$ cat config.mk
export PLATFORM = sky130hd
export DESIGN_NAME = afp_core
export DESIGN_NICKNAME = d
export VERILOG_FILES = /design/src/afp_pkg.sv /design/src/afp_result_mem.sv /design/src/afp_core.sv
export SDC_FILE = /design/constraint.sdc
export NUM_CORES = 1
export LEC_CHECK = 0
export BUFFER_PORTS_ARGS = -buffer_cell sky130_fd_sc_hd__buf_2
export CAP_MARGIN = 0
export CELL_PAD_IN_SITES_DETAIL_PLACEMENT = 0
export CELL_PAD_IN_SITES_GLOBAL_PLACEMENT = 1
export CORE_AREA = 5 5 148 150
export CTS_BUF_LIST = sky130_fd_sc_hd__clkbuf_16
export DETAILED_ROUTE_END_ITERATION = 16
export DIE_AREA = 0 0 153 155
export GPL_ROUTABILITY_DRIVEN = 0
export PLACE_DENSITY_LB_ADDON = 0.1
export SYNTH_ARGS = -nofsm -noshare
export SYNTH_HDL_FRONTEND = slang
export SYNTH_SLANG_ARGS = --single-unit
$ cat constraint.sdc
create_clock -name core_clk -period 3.4 [get_ports core_clk]
set_clock_uncertainty 0.15 [all_clocks]
set_input_delay 0.51 -clock core_clk [delete_from_list [all_inputs] [get_ports core_clk]]
set_output_delay 0.51 -clock core_clk [all_outputs]
set_load 0.01 [all_outputs]
$ cat src/afp_pkg.sv
// constants and types shared by the conversion scheduler and fault guard
package afp_pkg;
  // register port addresses
  localparam logic [7:0] AFP_SFR_INDEX    = 8'h96;
  localparam logic [7:0] AFP_SFR_WINDOW   = 8'h97;
  // motor register space indices
  localparam logic [7:0] AFP_MR_ADC_CFG   = 8'h1F;
  localparam logic [7:0] AFP_MR_HALL_STAT = 8'h1A;
  localparam logic [7:0] AFP_MR_CUR_FIRST = 8'h20;
  localparam logic [7:0] AFP_MR_CUR_LAST  = 8'h25;
  localparam logic [7:0] AFP_MR_FAULT     = 8'h27;
  localparam logic [7:0] AFP_MR_VOL_FIRST = 8'h28;
  localparam logic [7:0] AFP_MR_VOL_LAST  = 8'h2D;
  localparam logic [7:0] AFP_MR_IN_CFG    = 8'h2E;
  localparam logic [7:0] AFP_MR_AUX0_LO   = 8'h30;
  localparam logic [7:0] AFP_MR_AUX0_HI   = 8'h31;
  localparam logic [7:0] AFP_MR_AUX3_LO   = 8'h36;
  localparam logic [7:0] AFP_MR_AUX3_HI   = 8'h37;
  localparam logic [7:0] AFP_MR_POS_LIM   = 8'h44;
  localparam logic [7:0] AFP_MR_NEG_LIM   = 8'h45;
  localparam logic [7:0] AFP_MR_SHORT_LIM = 8'h46;
  // reset values
  localparam logic [7:0] AFP_RST_ADC_CFG  = 8'h00;
  localparam logic [7:0] AFP_RST_IN_CFG   = 8'h07;
  localparam logic [7:0] AFP_RST_POS_LIM  = 8'hFF;
  localparam logic [7:0] AFP_RST_NEG_LIM  = 8'h00;
  localparam logic [7:0] AFP_RST_SHORT    = 8'hFF;
  // adc config fields
  localparam int AFP_CFG_TSRC_LSB = 0;
  localparam int AFP_CFG_GAIN_LSB = 2;
  localparam int AFP_CFG_MANUAL   = 4;
  localparam int AFP_CFG_BUSY     = 5;
  // channels
  localparam int AFP_NCH          = 8;
  localparam int AFP_RES_W        = 10;
  localparam logic [2:0] AFP_CH_VOL0 = 3'h3;
  localparam logic [2:0] AFP_CH_AUX0 = 3'h6;
  localparam logic [2:0] AFP_CH_AUX3 = 3'h7;
  localparam logic [7:0] AFP_MASK_CUR = 8'h07;
  localparam logic [7:0] AFP_MASK_VOL = 8'h38;
  localparam logic [7:0] AFP_MASK_AUX = 8'hC0;
  // timing
  localparam int AFP_CLK_PERIOD_NS = 10;
  localparam int AFP_SAMPLE_NS     = 500;
  localparam int AFP_SAMPLE_CYC    = (AFP_SAMPLE_NS + AFP_CLK_PERIOD_NS - 1) / AFP_CLK_PERIOD_NS;
  localparam logic [3:0] AFP_VOL_DIV_MASK = 4'h3;
  localparam logic [3:0] AFP_AUX_DIV_MASK = 4'hF;

  typedef enum logic [1:0] {
    AFP_TRIG_PEAK   = 2'h0,
    AFP_TRIG_VALLEY = 2'h1,
    AFP_TRIG_TIMER0 = 2'h2,
    AFP_TRIG_MANUAL = 2'h3
  } afp_trig_e;

  typedef enum logic [4:0] {
    AFP_IDLE    = 5'b00001,
    AFP_SAMPLE  = 5'b00010,
    AFP_CONVERT = 5'b00100,
    AFP_STORE   = 5'b01000,
    AFP_DONE    = 5'b10000
  } afp_state_e;

  typedef struct packed {
    logic pwm_off;
    logic oc_low;
    logic oc_high;
    logic hall_err;
    logic slow_hall;
    logic short_c;
    logic short_b;
    logic short_a;
  } afp_fault_s;

  typedef struct packed {
    logic [2:0] sel;
    logic       hold;
    logic       start;
    logic [1:0] gain;
  } afp_conv_s;
endpackage

$ cat src/afp_result_mem.sv
// conversion result store, one word per channel, registered read
`timescale 1ns/100ps
module afp_result_mem (
  input  wire logic       core_clk,  // system clock
  input  wire logic       rst,       // async reset, active high
  input  wire logic       wr_en,     // write strobe
  input  wire logic [2:0] wr_addr,   // channel written
  input  wire logic [9:0] wr_data,   // result written
  input  wire logic [2:0] rd_addr,   // channel read
  output logic      [9:0] rd_data    // registered read data
);
  logic [9:0] mem [0:7];
  logic [9:0] rd_next;

  always_comb begin
    rd_next = mem[rd_addr];
  end

  always_ff @(posedge core_clk) begin
    if (wr_en) begin
      mem[wr_addr] <= wr_data;
    end
  end

  always_ff @(posedge core_clk or posedge rst) begin
    if (rst) begin
      rd_data <= 10'h000;
    end else begin
      rd_data <= rd_next;
    end
  end
endmodule

$ cat src/afp_core.sv
// adc conversion scheduler and current / hall fault protection
`timescale 1ns/100ps
module afp_core (
  input  wire logic             core_clk,        // system clock
  input  wire logic             rst,             // async reset, active high
  input  wire logic [7:0]       sfr_addr,        // mcu special register address
  input  wire logic             sfr_wr,          // write strobe
  input  wire logic             sfr_rd,          // read strobe
  input  wire logic [7:0]       sfr_wdata,       // write data
  output logic      [7:0]       sfr_rdata,       // read data, one cycle after strobe
  input  wire logic             carrier_peak,    // pwm carrier peak pulse
  input  wire logic             carrier_valley,  // pwm carrier valley pulse
  input  wire logic             timer0_ovf,      // timer 0 overflow pulse
  input  wire logic             pwm_cycle_start, // new pwm cycle pulse
  input  wire logic [2:0]       hall_state,      // hall sensor inputs
  input  wire logic             hall_period_ovf, // hall period counter overflow pulse
  output afp_pkg::afp_conv_s    conv_ctl,        // channel select, hold, start, gain
  input  wire logic             conv_done,       // converter finished pulse
  input  wire logic [9:0]       conv_data,       // converter result
  output logic      [2:0]       current_sense_en,// current-sensing mode per phase input
  output logic                  pwm_enable,      // pwm outputs allowed
  output logic                  adc_ready_irq,   // conversion set complete pulse
  output logic                  fault_interrupt  // shared fault interrupt level
);
  import afp_pkg::*;

  // register port state
  logic [7:0] index_reg, index_next;
  logic [7:0] adc_cfg_reg, adc_cfg_next;
  logic [7:0] in_cfg_reg, in_cfg_next;
  logic [7:0] pos_lim_reg, pos_lim_next;
  logic [7:0] neg_lim_reg, neg_lim_next;
  logic [7:0] short_lim_reg, short_lim_next;
  logic [7:0] rdata_next;
  logic       manual_start;
  logic       win_wr;
  logic       win_rd;
  // scheduler state
  afp_state_e state_reg, state_next;
  logic [7:0] pend_reg, pend_next;
  logic [2:0] ch_reg, ch_next;
  logic [3:0] trig_cnt_reg, trig_cnt_next;
  logic [9:0] cyc_reg, cyc_next;
  logic [9:0] res_reg, res_next;
  logic       ready_next;
  logic       trig;
  logic [2:0] first_ch;
  logic       store_en;
  // fault state
  afp_fault_s flt_reg, flt_next;
  logic [6:0] clr_mask;
  logic       hall_bad;
  logic       cur_new;
  logic       above_pos, below_neg, above_short;
  logic       oc_trip_reg, oc_trip_next;
  // result store read side
  logic [2:0] rd_ch;
  logic [9:0] rd_res;
  logic       res_hit;

  assign win_wr = sfr_wr && (sfr_addr == AFP_SFR_WINDOW);
  assign win_rd = sfr_rd && (sfr_addr == AFP_SFR_WINDOW);
  assign manual_start = win_wr && (index_reg == AFP_MR_ADC_CFG) && sfr_wdata[AFP_CFG_MANUAL];
  assign clr_mask = (win_wr && (index_reg == AFP_MR_FAULT)) ? sfr_wdata[6:0] : 7'h00;

  // register port: index and motor register writes
  always_comb begin
    index_next     = index_reg;
    adc_cfg_next   = adc_cfg_reg;
    in_cfg_next    = in_cfg_reg;
    pos_lim_next   = pos_lim_reg;
    neg_lim_next   = neg_lim_reg;
    short_lim_next = short_lim_reg;
    if (sfr_wr && (sfr_addr == AFP_SFR_INDEX)) begin
      index_next = sfr_wdata;
    end
    if (win_wr) begin
      if (index_reg == AFP_MR_ADC_CFG) begin
        adc_cfg_next = {4'h0, sfr_wdata[3:0]};
      end else if (index_reg == AFP_MR_IN_CFG) begin
        in_cfg_next = {5'h00, sfr_wdata[2:0]};
      end else if (index_reg == AFP_MR_POS_LIM) begin
        pos_lim_next = sfr_wdata;
      end else if (index_reg == AFP_MR_NEG_LIM) begin
        neg_lim_next = sfr_wdata;
      end else if (index_reg == AFP_MR_SHORT_LIM) begin
        short_lim_next = sfr_wdata;
      end
    end
  end

  always_ff @(posedge core_clk or posedge rst) begin
    if (rst) begin
      index_reg     <= 8'h00;
      adc_cfg_reg   <= AFP_RST_ADC_CFG;
      in_cfg_reg    <= AFP_RST_IN_CFG;
      pos_lim_reg   <= AFP_RST_POS_LIM;
      neg_lim_reg   <= AFP_RST_NEG_LIM;
      short_lim_reg <= AFP_RST_SHORT;
    end else begin
      index_reg     <= index_next;
      adc_cfg_reg   <= adc_cfg_next;
      in_cfg_reg    <= in_cfg_next;
      pos_lim_reg   <= pos_lim_next;
      neg_lim_reg   <= neg_lim_next;
      short_lim_reg <= short_lim_next;
    end
  end

  assign current_sense_en = in_cfg_reg[2:0];

  // map the index onto a stored result channel
  always_comb begin
    rd_ch   = 3'h0;
    res_hit = 1'b1;
    if (index_reg >= AFP_MR_CUR_FIRST && index_reg <= AFP_MR_CUR_LAST) begin
      rd_ch = 3'((index_reg - AFP_MR_CUR_FIRST) >> 1);
    end else if (index_reg >= AFP_MR_VOL_FIRST && index_reg <= AFP_MR_VOL_LAST) begin
      rd_ch = AFP_CH_VOL0 + 3'((index_reg - AFP_MR_VOL_FIRST) >> 1);
    end else if (index_reg == AFP_MR_AUX0_LO || index_reg == AFP_MR_AUX0_HI) begin
      rd_ch = AFP_CH_AUX0;
    end else if (index_reg == AFP_MR_AUX3_LO || index_reg == AFP_MR_AUX3_HI) begin
      rd_ch = AFP_CH_AUX3;
    end else begin
      res_hit = 1'b0;
    end
  end

  afp_result_mem u_mem (
    .core_clk (core_clk),
    .rst      (rst),
    .wr_en    (store_en),
    .wr_addr  (ch_reg),
    .wr_data  (res_reg),
    .rd_addr  (rd_ch),
    .rd_data  (rd_res)
  );

  // read data for both ports; unmapped indices read zero
  always_comb begin
    rdata_next = sfr_rdata;
    if (sfr_rd && (sfr_addr == AFP_SFR_INDEX)) begin
      rdata_next = index_reg;
    end else if (win_rd) begin
      if (res_hit) begin
        rdata_next = index_reg[0] ? {6'h00, rd_res[9:8]} : rd_res[7:0];
      end else if (index_reg == AFP_MR_ADC_CFG) begin
        rdata_next = adc_cfg_reg;
        rdata_next[AFP_CFG_BUSY] = (state_reg != AFP_IDLE);
      end else if (index_reg == AFP_MR_HALL_STAT) begin
        rdata_next = {5'h00, hall_state};
      end else if (index_reg == AFP_MR_FAULT) begin
        rdata_next = flt_reg;
      end else if (index_reg == AFP_MR_IN_CFG) begin
        rdata_next = in_cfg_reg;
      end else if (index_reg == AFP_MR_POS_LIM) begin
        rdata_next = pos_lim_reg;
      end else if (index_reg == AFP_MR_NEG_LIM) begin
        rdata_next = neg_lim_reg;
      end else if (index_reg == AFP_MR_SHORT_LIM) begin
        rdata_next = short_lim_reg;
      end else begin
        rdata_next = 8'h00;
      end
    end
  end

  always_ff @(posedge core_clk or posedge rst) begin
    if (rst) begin
      sfr_rdata <= 8'h00;
    end else begin
      sfr_rdata <= rdata_next;
    end
  end

  // trigger source select
  always_comb begin
    case (afp_trig_e'(adc_cfg_reg[AFP_CFG_TSRC_LSB +: 2]))
      AFP_TRIG_PEAK:   trig = carrier_peak;
      AFP_TRIG_VALLEY: trig = carrier_valley;
      AFP_TRIG_TIMER0: trig = timer0_ovf;
      default:         trig = manual_start;
    endcase
  end

  // lowest pending channel goes first
  always_comb begin
    first_ch = 3'h0;
    for (int i = AFP_NCH - 1; i >= 0; i--) begin
      if (pend_reg[i]) begin
        first_ch = 3'(i);
      end
    end
  end

  assign store_en = (state_reg == AFP_STORE);

  // conversion scheduler; triggers while busy are ignored
  always_comb begin
    state_next    = state_reg;
    pend_next     = pend_reg;
    ch_next       = ch_reg;
    trig_cnt_next = trig_cnt_reg;
    cyc_next      = cyc_reg;
    res_next      = res_reg;
    ready_next    = 1'b0;
    case (state_reg)
      AFP_IDLE: begin
        if (trig) begin
          pend_next = AFP_MASK_CUR;
          if ((trig_cnt_reg & AFP_VOL_DIV_MASK) == 4'h0) begin
            pend_next = pend_next | AFP_MASK_VOL;
          end
          if ((trig_cnt_reg & AFP_AUX_DIV_MASK) == 4'h0) begin
            pend_next = pend_next | AFP_MASK_AUX;
          end
          trig_cnt_next = trig_cnt_reg + 4'h1;
          ch_next       = 3'h0;
          cyc_next      = 10'h000;
          state_next    = AFP_SAMPLE;
        end
      end
      AFP_SAMPLE: begin
        cyc_next = cyc_reg + 10'h001;
        if (cyc_reg == 10'(AFP_SAMPLE_CYC - 1)) begin
          state_next = AFP_CONVERT;
        end
      end
      AFP_CONVERT: begin
        if (conv_done) begin
          // converter data is only valid with its strobe, keep it for the store
          res_next   = conv_data;
          state_next = AFP_STORE;
        end
      end
      AFP_STORE: begin
        pend_next = pend_reg & ~(8'h01 << ch_reg);
        cyc_next  = 10'h000;
        if ((pend_reg & ~(8'h01 << ch_reg)) == 8'h00) begin
          state_next = AFP_DONE;
        end else begin
          state_next = AFP_SAMPLE;
        end
      end
      AFP_DONE: begin
        ready_next = 1'b1;
        state_next = AFP_IDLE;
      end
      default: begin
        state_next = AFP_IDLE;
      end
    endcase
    if (state_reg == AFP_SAMPLE && cyc_reg == 10'h000) begin
      ch_next = first_ch;
    end
  end

  always_ff @(posedge core_clk or posedge rst) begin
    if (rst) begin
      state_reg     <= AFP_IDLE;
      pend_reg      <= 8'h00;
      ch_reg        <= 3'h0;
      trig_cnt_reg  <= 4'h0;
      cyc_reg       <= 10'h000;
      res_reg       <= 10'h000;
      adc_ready_irq <= 1'b0;
    end else begin
      state_reg     <= state_next;
      pend_reg      <= pend_next;
      ch_reg        <= ch_next;
      trig_cnt_reg  <= trig_cnt_next;
      cyc_reg       <= cyc_next;
      res_reg       <= res_next;
      adc_ready_irq <= ready_next;
    end
  end

  always_comb begin
    conv_ctl.sel   = ch_reg;
    conv_ctl.hold  = (state_reg == AFP_SAMPLE);
    conv_ctl.start = (state_reg == AFP_SAMPLE) && (cyc_reg == 10'(AFP_SAMPLE_CYC - 1));
    conv_ctl.gain  = adc_cfg_reg[AFP_CFG_GAIN_LSB +: 2];
  end

  // threshold checks on each fresh phase-current result
  assign cur_new     = store_en && (ch_reg < AFP_CH_VOL0);
  assign above_pos   = cur_new && (res_reg[9:2] > pos_lim_reg);
  assign below_neg   = cur_new && (res_reg[9:2] < neg_lim_reg);
  assign above_short = cur_new && (res_reg[9:2] > short_lim_reg);
  assign hall_bad    = (hall_state == 3'b111) || (hall_state == 3'b000);

  // sticky fault flags except pwm_off; a new event wins over a software clear
  always_comb begin
    flt_next = flt_reg;
    flt_next.short_a   = (flt_reg.short_a & ~clr_mask[0]) | (above_short && ch_reg == 3'h0);
    flt_next.short_b   = (flt_reg.short_b & ~clr_mask[1]) | (above_short && ch_reg == 3'h1);
    flt_next.short_c   = (flt_reg.short_c & ~clr_mask[2]) | (above_short && ch_reg == 3'h2);
    flt_next.slow_hall = (flt_reg.slow_hall & ~clr_mask[3]) | hall_period_ovf;
    flt_next.hall_err  = (flt_reg.hall_err & ~clr_mask[4]) | hall_bad;
    flt_next.oc_high   = (flt_reg.oc_high & ~clr_mask[5]) | above_pos;
    flt_next.oc_low    = (flt_reg.oc_low & ~clr_mask[6]) | below_neg;
    // over-current holds only until the next pwm cycle; a new trip wins
    oc_trip_next = (oc_trip_reg & ~pwm_cycle_start) | above_pos | below_neg;
    flt_next.pwm_off = ~(~oc_trip_next & ~above_pos & ~below_neg & ~flt_next.hall_err);
  end

  always_ff @(posedge core_clk or posedge rst) begin
    if (rst) begin
      flt_reg     <= '0;
      oc_trip_reg <= 1'b0;
    end else begin
      flt_reg     <= flt_next;
      oc_trip_reg <= oc_trip_next;
    end
  end

  // over-current cuts pwm in the same cycle as detection
  assign pwm_enable = ~oc_trip_reg & ~above_pos & ~below_neg & ~flt_reg.hall_err;
  // short and slow-hall only interrupt, pwm stays on for them
  assign fault_interrupt = flt_reg.short_a | flt_reg.short_b | flt_reg.short_c
                         | flt_reg.slow_hall | flt_reg.hall_err;
endmodule

==> metrics <==
initial standard-cell utilization of the core between 40% and 50%; count of flip-flops with a built-in enable after synthesis 80; number of pins with negative max-slew slack in the final report 0; main area contributors after synthesis sky130_fd_sc_hd__edfxtp_1 27%, sky130_fd_sc_hd__dfrtp_1 24%, sky130_fd_sc_hd__dfstp_2 5.8%; combinational family with the most area after synthesis simple AND/OR/NAND/NOR gates; half-perimeter wire length after placement 17200 um; area of the placeable core 20600 um^2; Layout area overhead 13.7%; wire length per cell 21.2 um; Final Cell Area a little over 10000 um^2; critical path data required time 2.74 ns; area share of xor/xnor cells in the synthesized design 1.07%; Gates resized, CTS repair 0; Horiz. Die Dim between 150 and 200 um; synthesized-area fraction occupied by adder cells 4.16%; floorplan die height 155 um; share of flip-flops with an asynchronous set or reset 57.2%; number of antenna repair diodes 0; highest attainable clock frequency between 300 and 400 MHz; final worst hold slack around 0.077 ns; number of I/O pins 60; multiplexer area fraction after synthesis 11.6%; die area 23700 um^2; post-synthesis instance area 9030 um^2; unrepaired setup endpoints after global routing false; most common library cell in the layout ignoring fill and taps sky130_fd_sc_hd__nand2_1; TritonCTS buffer count 17; Post-Place Cell Area 9710 um^2; share of layout cells above drive strength 1 23.1%; Power Dens Cells between 400 and 500 nW/um^2; sum of negative setup slack 0 ns; largest net degree at the start of global routing 68; relative contribution of combinational cells to total power 11.5%; setup-violating endpoint count in the final report 0; status finished clean; P_sw 1.40 mW; VDD IR-drop max 0.313 mV; Max-slew headroom 41.2%; worst min-delay path category in2async; CP Capture Type output port; number of nets still failing antenna checks after routing 0; master cell of the clock root buffer sky130_fd_sc_hd__clkbuf_16; Leak 4.49 nW; clock latency reported for the late side of the worst-skew pair 0.43 ns; min cycle time layout 3.13 ns; total of buffers placed on input and output ports 59; Startpoint Class flip-flop; Final Hold Violating Endpoints 0; number of global-route vias before repair 6491; Final Routed Wirelength ~24000 um; portion of the post-synthesis area used by sequential elements about 57%; number of antenna violations at the first check in global routing 0; post-CTS setup buffer count 0; first-pass GRT wire length 37600 um; end-of-flow core utilization 50.0%; post-synthesis compound-gate area fraction roughly a tenth; clock network fraction of total power around 38%; number of distinct library cell variants in the gate-level netlist after synthesis 66; post-layout instance count excluding filler cells 1116; via count of the routed design 6293; number of remaining DRC errors 0; max reg flops 80; proportion of power drawn by flip-flops and latches 50.6%; average size of a mapped cell 11.9 um^2; cell count after synthesis 762; WS Path Type reg2out; count of routing violations after the opening detailed-route iteration roughly 310; cell accounting for the most synthesized area sky130_fd_sc_hd__edfxtp_1; largest register by flop count u_mem.mem; post-synthesis share of cell area spent on and, or, nand and nor gates about 13%; cell-internal power 3.62 mW; total nets after synthesis roughly 830; number of placed instances with taps included 1084; number of buffers added to fix hold violations after cts 0; clock tree from TritonCTS built; Initial DRT Pass Iterations 5; number of synthesis warnings 0; post-synthesis register bit count 187; data arrival time of the critical path 2.47 ns; layout net count 897; maximum fanout count along the critical path 12; most frequent cells in the layout 88 x sky130_fd_sc_hd__nand2_1, 87 x sky130_fd_sc_hd__dfrtp_1, 80 x sky130_fd_sc_hd__edfxtp_1, 59 x sky130_fd_sc_hd__buf_2, 48 x sky130_fd_sc_hd__nor2_1; largest buffer count on any clock path 2; clock input transition at the sequential cells of the worst setup and hold paths 0.07 ns; via density per instance 5.64; total of max-cap violations 0; count of standard-cell rows 53; fraction of post-synthesis cell area in the top cell type by area between 20% and 30%; fraction of power spent switching nets 27.9%; top_reg_cell synth sky130_fd_sc_hd__dfrtp_1; final critical-path share of the clock period 92.0%; Global Route Usage Sum 20.4%; number of clock sinks seen by CTS between 150 and 200; CTS H-Tree Depth 4; actual slew at the worst max-slew pin 0.882 ns; GRT Residual Overflow 0
final cells by class:
class / instances / area (um^2)
Sequential cell: 187 / 5100
Clock buffer: 17 / 425
Fill cell: 1897 / 10300
Tap cell: 275 / 344
Inverter: 41 / 158
Clock inverter: 15 / 136
Timing Repair Buffer: 80 / 465
Multi-Input combinational cell: 501 / 3640
per-stage QoR:
stage | power [mW] | worst slack (ns)
final | 5.01 | 0.271
after global routing | 5.24 | 0.0426
after CTS | 5.07 | 0.196
after detailed placement | 3.16 | 0.481
after global placement | 3.15 | 0.562
after floorplan | 2.96 | 0.918
power by group through the flow:
stage | clock network, mW | logic [mW] | registers (mW)
finish | 1.90 | 0.578 | 2.54
detailed placement | 0 | 0.578 | 2.58
floorplan | 0 | 0.410 | 2.55
global placement | 0 | 0.572 | 2.57
global route | 2.05 | 0.643 | 2.55
CTS | 1.95 | 0.582 | 2.53
worst max-delay path, stage by stage, from the launching register on:
cell and delay [ns]:
sky130_fd_sc_hd__dfrtp_1 0.62, sky130_fd_sc_hd__ha_1 0.33, sky130_fd_sc_hd__a21o_1 0.18, sky130_fd_sc_hd__a21o_1 0.17, sky130_fd_sc_hd__a41o_1 0.21, sky130_fd_sc_hd__a21oi_1 0.28, sky130_fd_sc_hd__nor3_1 0.10, sky130_fd_sc_hd__buf_2 0.15
metal layers:
layer  global-route usage [%]  wire (um)
met1                     27.9      10500
met2                     33.5      11500
met3                     4.51       1240
met4                     4.96        373
met5                        0          0
synth_stat cells (9+ instances only):
library cell               count
sky130_fd_sc_hd__nor3_1       18
sky130_fd_sc_hd__mux2_2       35
sky130_fd_sc_hd__nand4_1      10
sky130_fd_sc_hd__edfxtp_1     80
sky130_fd_sc_hd__inv_1        41
sky130_fd_sc_hd__a21oi_1      26
sky130_fd_sc_hd__nor2b_1       9
sky130_fd_sc_hd__clkbuf_1     14
sky130_fd_sc_hd__ha_1         30
sky130_fd_sc_hd__dfstp_2      20
sky130_fd_sc_hd__dfrtp_1      87
sky130_fd_sc_hd__nand2_1      89
sky130_fd_sc_hd__xnor2_1      11
sky130_fd_sc_hd__nor2_1       49
sky130_fd_sc_hd__buf_2        10
sky130_fd_sc_hd__mux4_2       10
sky130_fd_sc_hd__o21ai_0      35
sky130_fd_sc_hd__mux2i_1      43
final timing paths:
path / from / end / slack [ns] / cells past startpoint
max in group asynchronous: rst / u_mem.rd_data[1]$_DFF_PP0_ / 2.30 / 3
min in group core_clk: conv_data[0] / res_reg[0]$_DFFE_PP0P_ / 0.12 / 3
min: rst / cyc_reg[6]$_DFFE_PP0P_ / 0.08 / 3
max reg2reg: index_reg[1]$_DFFE_PP0P_ / u_mem.rd_data[9]$_DFF_PP0_ / 0.41 / 8
max: res_reg[8]$_DFFE_PP0P_ / pwm_enable / 0.27 / 7
min reg2reg: trig_cnt_reg[3]$_DFFE_PP0P_ / trig_cnt_reg[3]$_DFFE_PP0P_ / 0.32 / 1
logic make-up (layout without fill, tap and decap cells):
logic type                 Yosys count  in the layout
AOI/OAI and AO/OA                  140            140
xor gates and xnor gates            11             11
adders and majority gates           30             30
buffers and inverters               74            153
DFF                                187            187
muxes                               88             88
and+or+nand+nor                    232            232
Note: power is estimated with default switching activity, not from simulation.
